**config.mk**
```make
export PLATFORM = sky130hd
export DESIGN_NAME = csie_stack_irq
export DESIGN_NICKNAME = d
export VERILOG_FILES = /design/src/core/csie_stack_irq.v /design/src/core/csie_irq_arbiter.v
export VERILOG_INCLUDE_DIRS = /design/src /design/src/core
export SDC_FILE = /design/constraint.sdc
export NUM_CORES = 1
export LEC_CHECK = 0
export ABC_AREA = 1
export BUFFER_PORTS_ARGS = -buffer_cell sky130_fd_sc_hd__buf_2
export CORE_MARGIN = 2
export CORE_UTILIZATION = 56
export CTS_CLUSTER_DIAMETER = 60
export DETAILED_ROUTE_END_ITERATION = 12
export HOLD_SLACK_MARGIN = 0.15
export PLACE_DENSITY_LB_ADDON = 0.3
export SLEW_MARGIN = 20
export SYNTH_ARGS = -nofsm -noshare
export SYNTH_HDL_FRONTEND = slang
export SYNTH_SLANG_ARGS = --single-unit
```
**constraint.sdc**
```tcl
create_clock -name clk -period 4.5 [get_ports clk]
set_clock_uncertainty 0.15 [all_clocks]
set_input_delay 0.45 -clock clk [delete_from_list [all_inputs] [get_ports clk]]
set_output_delay 0.45 -clock clk [all_outputs]
set_load 0.03 [all_outputs]
```
**src/core/csie_map.vh**
```
`ifndef CSIE_MAP_VH
`define CSIE_MAP_VH
// ------------------------------------------------------------
// Register offsets (I/O space)
// ------------------------------------------------------------
`define CSIE_SP_LOW_ADDR   6'h3D
`define CSIE_SP_HIGH_ADDR  6'h3E
`define CSIE_STATUS_ADDR   6'h3F
`define CSIE_CORECTL_ADDR  6'h35
// ------------------------------------------------------------
// Field positions and reset values
// ------------------------------------------------------------
`define CSIE_GIE_BIT       7
`define CSIE_VECSEL_BIT    1
`define CSIE_SP_RESET      16'h04FF
`define CSIE_BOOT_START    16'h1C00
`define CSIE_NUM_IRQ       8
// ------------------------------------------------------------
// Timing
// ------------------------------------------------------------
`define CSIE_ENTRY_CYCLES  3'h4
`define CSIE_ISR_EXIT_OP_CYCLES   3'h4
`define CSIE_WAKE_CYCLES   3'h4
`endif

```
**src/core/csie_stack_irq.v**
```verilog
// Functional notes
// RULE1 - Stack grows downward; pointer always marks current top.
// RULE2 - Byte push subtracts one from pointer; byte pop adds one.
// RULE3 - Subroutine calls and interrupt entry push return address, pointer minus two.
// RULE4 - Subroutine and interrupt returns pop return address, pointer plus two.
// RULE5 - Pointer kept as low and high byte registers in I/O space.
// RULE6 - Reset loads last SRAM address; software sets pointer before enabling.
// RULE7 - Core runs straight from the chip clock, no division.
// RULE8 - Source served only when own enable and global enable are set.
// RULE9 - Boot lock bits may suppress interrupts depending on program counter.
// RULE10 - Lower vector wins; reset highest, external request zero next.
// RULE11 - Vector select bit relocates vectors; boot fuse relocates reset vector.
// RULE12 - Entry clears global enable; software may set it for nesting.
// RULE13 - Vectoring clears flag; writing one to flag also clears it.
// RULE14 - Flags latched while globally disabled, served later by priority.
// RULE15 - Level requests act only while condition is present, no latch.
// RULE16 - After interrupt return one main instruction runs before next interrupt.
// RULE17 - Global disable acts at once, even on simultaneous request.
// RULE18 - After global enable the next instruction runs before pending interrupts.
// RULE19 - Entry takes four cycles pushing program counter before vector.
// RULE20 - Multi-cycle instruction finishes before interrupt entry starts.
// RULE21 - Interrupt in sleep adds four cycles to entry.
// RULE22 - Return takes four cycles, pops PC, pointer plus two, sets enable.
// RULE23 - Global enable is status bit seven; zero blocks every interrupt.
// RULE24 - Push writes then decrements; pop increments then reads.
`include "csie_map.vh"
module csie_stack_irq (
   clk,
   resetn,
   ioAddr,
   ioWrite,
   ioRead,
   ioWdata,
   ioRdata,
   opPush,
   opPop,
   opCall,
   opRet,
   opReti,
   opSei,
   opCli,
   instrBoundary,
   sleeping,
   curPc,
   pushData,
   popData,
   irqEvent,
   irqLevel,
   irqIsLevel,
   irqEnable,
   appLockBitB,
   bootLockBitB,
   bootResetVectorFuse,
   inBootSection,
   stackAddr,
   stackWe,
   stackRe,
   stackWdata,
   entryBusy,
   vectorValid,
   vectorAddr,
   resetVector,
   retPcValid,
   retPc,
   irqFlags,
   globalEnable,
   stackPointer
);
   input  wire        clk;
   input  wire        resetn;
   input  wire [5:0]  ioAddr;
   input  wire        ioWrite;
   input  wire        ioRead;
   input  wire [7:0]  ioWdata;
   output reg  [7:0]  ioRdata;
   input  wire        opPush;
   input  wire        opPop;
   input  wire        opCall;
   input  wire        opRet;
   input  wire        opReti;
   input  wire        opSei;
   input  wire        opCli;
   input  wire        instrBoundary;
   input  wire        sleeping;
   input  wire [15:0] curPc;
   input  wire [7:0]  pushData;
   input  wire [7:0]  popData;
   input  wire [7:0]  irqEvent;
   input  wire [7:0]  irqLevel;
   input  wire [7:0]  irqIsLevel;
   input  wire [7:0]  irqEnable;
   input  wire        appLockBitB;
   input  wire        bootLockBitB;
   input  wire        bootResetVectorFuse;
   input  wire        inBootSection;
   output reg  [15:0] stackAddr;
   output reg         stackWe;
   output reg         stackRe;
   output reg  [7:0]  stackWdata;
   output wire        entryBusy;
   output reg         vectorValid;
   output reg  [15:0] vectorAddr;
   output wire [15:0] resetVector;
   output reg         retPcValid;
   output reg  [15:0] retPc;
   output wire [7:0]  irqFlags;
   output wire        globalEnable;
   output wire [15:0] stackPointer;

   // ------------------------------------------------------------
   // States
   // ------------------------------------------------------------
   localparam [4:0] ST_IDLE  = 5'h01;
   localparam [4:0] ST_WAKE  = 5'h02;
   localparam [4:0] ST_ENTRY = 5'h04;
   localparam [4:0] ST_ISR_EXIT_OP  = 5'h08;
   localparam [4:0] ST_RET   = 5'h10;

   reg [4:0]  state_reg;
   reg [4:0]  state_next;
   reg [2:0]  cnt_reg;
   reg [2:0]  cnt_next;
   reg [15:0] sp_reg;
   reg [15:0] sp_next;
   reg        gie_reg;
   reg        gie_next;
   reg        vector_relocate_sel_reg;
   reg [7:0]  flag_reg;
   reg [7:0]  flag_next;
   reg        holdOff_reg;
   reg        holdOff_next;
   reg [2:0]  pick_reg;
   reg [15:0] savePc_reg;
   reg [15:0] savePc_next;
   reg [7:0]  retLow_reg;
   reg        isReti_reg;
   reg        isReti_next;

   wire [7:0] reqVec;
   wire       grantValid;
   wire [2:0] grantIdx;
   wire       lockBlock;
   wire       takeIrq;
   wire [15:0] vecBase;
   reg  [2:0] pick_next;

   assign globalEnable = gie_reg;
   assign stackPointer = sp_reg;
   assign irqFlags     = flag_reg;
   assign entryBusy    = (state_reg != ST_IDLE);
   // RULE7: plain clk drives every register, no divider
   // ------------------------------------------------------------
   // Request gating
   // ------------------------------------------------------------
   genvar g;
   generate
      for (g = 0; g < `CSIE_NUM_IRQ; g = g + 1) begin : gReq
         // Level sources bypass the latch; flags hold until served
         assign reqVec[g] = irqEnable[g] &                          // RULE8
                            (irqIsLevel[g] ? irqLevel[g] : flag_reg[g]); // RULE15 RULE14
      end
   endgenerate

   csie_irq_arbiter uArb (
      .req        (reqVec),
      .grantValid (grantValid),
      .grantIdx   (grantIdx)
   );

   // App lock bit blocks outside the boot section, boot lock bit blocks inside it
   assign lockBlock = (appLockBitB & ~inBootSection) |
                      (bootLockBitB & inBootSection);  // RULE9

   // Cli in the same cycle wins over any request
   assign takeIrq = grantValid & gie_reg & ~opCli & ~holdOff_reg & ~lockBlock &
                    instrBoundary & (state_reg == ST_IDLE); // RULE8 RULE17 RULE20 RULE23

   assign vecBase     = vector_relocate_sel_reg ? `CSIE_BOOT_START : 16'h0000; // RULE11
   assign resetVector = bootResetVectorFuse ? `CSIE_BOOT_START : 16'h0000; // RULE11

   // ------------------------------------------------------------
   // Next state
   // ------------------------------------------------------------
   always @* begin
      state_next   = state_reg;
      cnt_next     = cnt_reg;
      sp_next      = sp_reg;
      gie_next     = gie_reg;
      flag_next    = flag_reg;
      holdOff_next = 1'b0;
      pick_next    = pick_reg;
      savePc_next  = savePc_reg;
      isReti_next  = isReti_reg;
      stackAddr    = sp_reg;
      stackWe      = 1'b0;
      stackRe      = 1'b0;
      stackWdata   = 8'h00;
      if (instrBoundary && holdOff_reg == 1'b0) begin
         holdOff_next = 1'b0;
      end
      case (state_reg)
         ST_IDLE: begin
            if (takeIrq) begin
               pick_next   = grantIdx;                               // RULE10
               savePc_next = curPc;
               gie_next    = 1'b0;                                   // RULE12
               cnt_next    = 3'h1;
               state_next  = sleeping ? ST_WAKE : ST_ENTRY;          // RULE21
            end else if (opPush) begin
               stackAddr  = sp_reg;                                  // RULE24
               stackWe    = 1'b1;
               stackWdata = pushData;
               sp_next    = sp_reg - 16'h0001;                       // RULE1 RULE2
            end else if (opPop) begin
               sp_next   = sp_reg + 16'h0001;                        // RULE2
               stackAddr = sp_reg + 16'h0001;                        // RULE24
               stackRe   = 1'b1;
            end else if (opCall) begin
               savePc_next = curPc;
               cnt_next    = 3'h1;
               state_next  = ST_ENTRY;                               // RULE3
               pick_next   = 3'h0;
               isReti_next = 1'b1;
            end else if (opRet || opReti) begin
               cnt_next    = 3'h1;
               isReti_next = opReti;
               state_next  = ST_ISR_EXIT_OP;                                // RULE4
            end
            if (opCli) begin
               gie_next = 1'b0;                                      // RULE17
            end else if (opSei) begin
               gie_next     = 1'b1;
               holdOff_next = ~gie_reg;                              // RULE18
            end
         end
         ST_WAKE: begin
            cnt_next = cnt_reg + 3'h1;
            if (cnt_reg == `CSIE_WAKE_CYCLES) begin
               cnt_next   = 3'h1;
               state_next = ST_ENTRY;                                // RULE21
            end
         end
         ST_ENTRY: begin
            cnt_next = cnt_reg + 3'h1;
            if (cnt_reg == 3'h1) begin
               stackAddr  = sp_reg;
               stackWe    = 1'b1;
               stackWdata = savePc_reg[7:0];
               sp_next    = sp_reg - 16'h0001;                       // RULE3
            end else if (cnt_reg == 3'h2) begin
               stackAddr  = sp_reg;
               stackWe    = 1'b1;
               stackWdata = savePc_reg[15:8];
               sp_next    = sp_reg - 16'h0001;                       // RULE3
            end else if (cnt_reg == `CSIE_ENTRY_CYCLES) begin
               state_next  = ST_IDLE;                                // RULE19
               isReti_next = 1'b0;
               if (!isReti_reg && !irqIsLevel[pick_reg]) begin
                  flag_next[pick_reg] = 1'b0;                        // RULE13
               end
            end
         end
         ST_ISR_EXIT_OP: begin
            cnt_next = cnt_reg + 3'h1;
            if (cnt_reg == 3'h1 || cnt_reg == 3'h2) begin
               stackAddr = sp_reg + 16'h0001;
               stackRe   = 1'b1;
               sp_next   = sp_reg + 16'h0001;                        // RULE4 RULE22
            end else if (cnt_reg == `CSIE_ISR_EXIT_OP_CYCLES) begin
               state_next = ST_IDLE;
               if (isReti_reg) begin
                  gie_next     = 1'b1;                               // RULE22
                  holdOff_next = 1'b1;                               // RULE16
               end
               isReti_next = 1'b0;
            end
         end
         default: begin
            state_next = ST_IDLE;
         end
      endcase
      if (state_reg != ST_IDLE && holdOff_reg) begin
         holdOff_next = 1'b1;
      end
      if (ioWrite && ioAddr == `CSIE_SP_LOW_ADDR) begin
         sp_next[7:0] = ioWdata;                                     // RULE5
      end
      if (ioWrite && ioAddr == `CSIE_SP_HIGH_ADDR) begin
         sp_next[15:8] = ioWdata;                                    // RULE5
      end
      if (ioWrite && ioAddr == `CSIE_STATUS_ADDR) begin
         gie_next = ioWdata[`CSIE_GIE_BIT];                          // RULE12 RULE23
      end
      // Software clear by writing one; new event wins over the clear
      if (ioWrite && ioAddr == `CSIE_CORECTL_ADDR + 6'h01) begin
         flag_next = flag_next & ~ioWdata;                           // RULE13
      end
      flag_next = flag_next | (irqEvent & ~irqIsLevel);              // RULE14
   end

   // ------------------------------------------------------------
   // Registers
   // ------------------------------------------------------------
   always @(posedge clk) begin
      if (!resetn) begin
         state_reg   <= ST_IDLE;
         cnt_reg     <= 3'h0;
         sp_reg      <= `CSIE_SP_RESET;                              // RULE6
         gie_reg     <= 1'b0;
         vector_relocate_sel_reg   <= 1'b0;
         flag_reg    <= 8'h00;
         holdOff_reg <= 1'b0;
         pick_reg    <= 3'h0;
         savePc_reg  <= 16'h0000;
         retLow_reg  <= 8'h00;
         isReti_reg  <= 1'b0;
         vectorValid <= 1'b0;
         vectorAddr  <= 16'h0000;
         retPcValid  <= 1'b0;
         retPc       <= 16'h0000;
      end else begin
         state_reg   <= state_next;
         cnt_reg     <= cnt_next;
         sp_reg      <= sp_next;
         gie_reg     <= gie_next;
         flag_reg    <= flag_next;
         holdOff_reg <= holdOff_next;
         pick_reg    <= pick_next;
         savePc_reg  <= savePc_next;
         isReti_reg  <= isReti_next;
         if (ioWrite && ioAddr == `CSIE_CORECTL_ADDR) begin
            vector_relocate_sel_reg <= ioWdata[`CSIE_VECSEL_BIT];                  // RULE11
         end
         // Vector slot two words apart; slot zero is reset
         vectorValid <= (state_reg == ST_ENTRY) && (cnt_reg == `CSIE_ENTRY_CYCLES)
                        && !isReti_reg;                              // RULE19
         // Four-bit slot index so the last source does not wrap onto reset
         vectorAddr  <= vecBase + {11'h000, {1'b0, pick_reg} + 4'h1, 1'b0}; // RULE10
         if (state_reg == ST_ISR_EXIT_OP && cnt_reg == 3'h2) begin
            retLow_reg <= popData;
         end
         retPcValid <= (state_reg == ST_ISR_EXIT_OP) && (cnt_reg == 3'h3);
         if (state_reg == ST_ISR_EXIT_OP && cnt_reg == 3'h3) begin
            retPc <= {retLow_reg, popData};                          // RULE22
         end
      end
   end

   // ------------------------------------------------------------
   // Register read port
   // ------------------------------------------------------------
   always @* begin
      ioRdata = 8'h00;
      if (ioRead) begin
         case (ioAddr)
            `CSIE_SP_LOW_ADDR:  ioRdata = sp_reg[7:0];               // RULE5
            `CSIE_SP_HIGH_ADDR: ioRdata = sp_reg[15:8];              // RULE5
            `CSIE_STATUS_ADDR:  ioRdata = {gie_reg, 7'h00};
            `CSIE_CORECTL_ADDR: ioRdata = {6'h00, vector_relocate_sel_reg, 1'b0};
            default:            ioRdata = flag_reg;
         endcase
      end
   end
endmodule // csie_stack_irq

```
**src/core/csie_irq_arbiter.v**
```verilog
// ------------------------------------------------------------
// Fixed priority pick, lowest index wins
// ------------------------------------------------------------
module csie_irq_arbiter (
   req,
   grantValid,
   grantIdx
);
   input  wire [7:0] req;
   output reg        grantValid;
   output reg  [2:0] grantIdx;
   integer i;
   always @* begin
      grantValid = 1'b0;
      grantIdx   = 3'h0;
      for (i = 7; i >= 0; i = i - 1) begin
         if (req[i]) begin
            grantValid = 1'b1;
            grantIdx   = i[2:0];
         end
      end
   end
endmodule // csie_irq_arbiter

```
==> impl_metrics.json <==
{
  "status": "completed",
  "grt_max_degree": 69,
  "cp-end-kind": "output port",
  "track_usage_pct": 34.9,
  "fin_cells": 1309,
  "cp_slowest_stage_delay_ps": 590,
  "cts.sinks": 85,
  "place_congestion": 1.03,
  "postCtsSetupBuffers": 0,
  "row_count": 38,
  "ys_top_cells_by_area": "dfxtp_1, nand2_1, nand3_1, a21oi_1, inv_1",
  "maxCapViolCount": 0,
  "timing.fmax_mhz": 293,
  "fin_crit_ps": 3420,
  "h-tree-depth": 3,
  "postLayoutCellArea_um2": 7190,
  "fin_nets": 1266,
  "final_cell_mix": "nand2_1, buf_2, nand3_1, inv_1, a21oi_1",
  "path_cells": "inv_2, nand4_4, inv_2, nand3_2, nand3_4, inv_1, o211ai_1, buf_2",
  "maxSlewViolCount": 0,
  "grt_pass1_vias": 6533,
  "nFillCells": 1079,
  "grt_pass1_wl_mm": 32.8,
  "final_hold_viol_count": 0,
  "dp_hpwl_mm": 16.1,
  "seq_area_frac_synth_pct": 27.0,
  "dpl_cell_area_um2": 6990,
  "synth_cells": 1023,
  "critPathSlowestCell": "nand3_2",
  "start_util_pct": 57.8,
  "synth_largest_area_cell": "dfxtp_1",
  "rsz0062_at_grt": "false",
  "netlist.area_leader.share_pct": 27.0,
  "netlist_area_um2": 6290,
  "crit_type": "reg -> out",
  "core_um2": 10900,
  "cts_buffers": 9,
  "drtIter0Drc": 850,
  "tritoncts": "built",
  "root_buffer": "clkbuf_8",
  "pin_count": 205,
  "clockBufferDepth": 2,
  "layout-drive-gt1-share_pct": 19.3,
  "required_ps": 3900,
  "setup_tns_ps": 0,
  "fin_crit_sh_pct": 75.9,
  "setup_viol": 0,
  "routed_wl_mm": 21.2,
  "final_common_cell": "nand2_1",
  "p_leak_nw": 3.58,
  "hold_path_class": "in -> reg",
  "vias": 7499,
  "slew_headroom_pct": 52.3,
  "yosysUniqueCellTypes": 43,
  "path_max_fanout": 29,
  "cp.arrival_ps": 2820,
  "synth-seq-cells": 85,
  "portBuffers": 178,
  "clkTransAtPathRegs_ps": 100,
  "cp.buffers_inverters": 4,
  "dieArea_um2": 12100,
  "whs_ps": 164,
  "worst_pin_slew_ps": 716,
  "start_kind": "flip-flop",
  "fp.dieW_um": 110,
  "wl_per_cell_um": 16.2,
  "grt_overflow": 0,
  "dp.cells": 1292,
  "syn_avg_cell_area_um2": 6.15,
  "cts_hold_buf": 0,
  "firstDrtPassIters": 6,
  "viasPerCell": 5.73,
  "insertion_delay_ps": 370,
  "yosys_warnings": 0,
  "antenna_found_initial": 2,
  "die_h_um": 110,
  "syn2layout_area_growth_pct": 14.2,
  "worst_path_most_repeated_cell": "inv_2",
  "ir_drop_uv": 360,
  "cts_resized": 0,
  "remaining_drc_errors": 0,
  "ant_nets": 0,
  "crit_family": "simple AND/OR/NAND/NOR gates",
  "p_per_area_nw_per_um2": 497
}
-- routing by layer --
metal	routed length [um]	global-route usage, %	share of wire, %	vias to the layer above
met5	0	0	0	-
met4	989	18.1	4.7	0
met3	2140	6.88	10	76
met2	9740	56.0	46	451
met1	8300	44.3	39	3356
li1	-	-	-	3616
-- through the flow --
step / util [%] / total power (W) / setup slack [ps]
global route: 66.0 / 0.00380 / 899
finish: 66.0 / 0.00357 / 1080
CTS: 66.0 / 0.00353 / 1100
floorplan: - / 0.00253 / 1810
global placement: 64.2 / 0.00296 / 1470
detailed placement: 64.2 / 0.00298 / 1400
-- cells in the mapped netlist, drive strengths merged --
| cell type | instances |
|---|---|
| nor4 | 1 |
| o21a | 1 |
| a31oi | 2 |
| nand4 | 22 |
| o211ai | 11 |
| conb | 1 |
| nand2 | 265 |
| ha | 8 |
| buf | 59 |
| o21ai | 57 |
| nor2 | 88 |
| o31ai | 1 |
| a311oi | 1 |
| xnor2 | 2 |
| xor2 | 13 |
| nand3b | 3 |
| a21oi | 94 |
| a211oi | 2 |
| clkbuf | 14 |
| a221oi | 1 |
| clkinv | 2 |
| o21bai | 7 |
| nor3 | 7 |
| or2 | 1 |
| a32oi | 2 |
| inv | 112 |
| o22ai | 14 |
| dfxtp | 85 |
| nand3 | 146 |
| a22oi | 1 |
-- kinds of logic (layout without fill, tap and decap cells) --
| group | count (synthesis) | in the layout | synth area share, % |
|---|---|---|---|
| and+or+nand+nor | 533 | 533 | 37.7 |
| adders and majority gates | 8 | 8 | 1.59 |
| buffers and inverters | 187 | 311 | 14.3 |
| DFF | 85 | 85 | 27.0 |
| xor gates and xnor gates | 15 | 15 | 2.09 |
| AOI/OAI and AO/OA | 194 | 194 | 17.2 |
| other | 1 | 23 | 0.0596 |
-- worst register-to-register path, delay by kind of cell (launching register included) --
kind / cells / cell delay [ps]
AO/OA/AOI/OAI: 2 / 220
buffers and inverters: 2 / 390
flip-flops: 1 / 350
AND/OR/NAND/NOR: 4 / 1330
-- final timing paths --
kind,from,endpoint,slack [ps],cells past startpoint
setup / recovery,state_reg[3]$_SDFFE_PN0P_,stackAddr[1],1080,8
hold / removal,curPc[10],savePc_reg[10]$_SDFFE_PN0P_,160,3
setup reg to reg,state_reg[3]$_SDFFE_PN0P_,stackPointer[11]$_SDFFE_PN0P_,1970,8
hold reg to reg,retPc[13]$_SDFFE_PN0P_,retPc[13]$_SDFFE_PN0P_,310,2
-- area by class of cell --
class / instances / area (um^2) / share of cell area [%]
Clock buffer: 9 / 124 / 1.72
Timing Repair Buffer: 181 / 913 / 12.7
Clock inverter: 7 / 71.3 / 0.993
Antenna cell: 1 / 2.50 / 0.0348
Inverter: 114 / 430 / 5.99
Tap cell: 140 / 175 / 2.44
Sequential cell: 85 / 1700 / 23.7
Multi-Input combinational cell: 772 / 3770 / 52.4
-- power breakdown --
group          total, W  switching [W]  internal [W]
clock network  0.000568       0.000346      0.000222
logic           0.00198        0.00141      0.000571
registers       0.00102       0.000175      0.000845
total           0.00357        0.00193       0.00164
No activity file was read; power rests on OpenSTA's default activity.
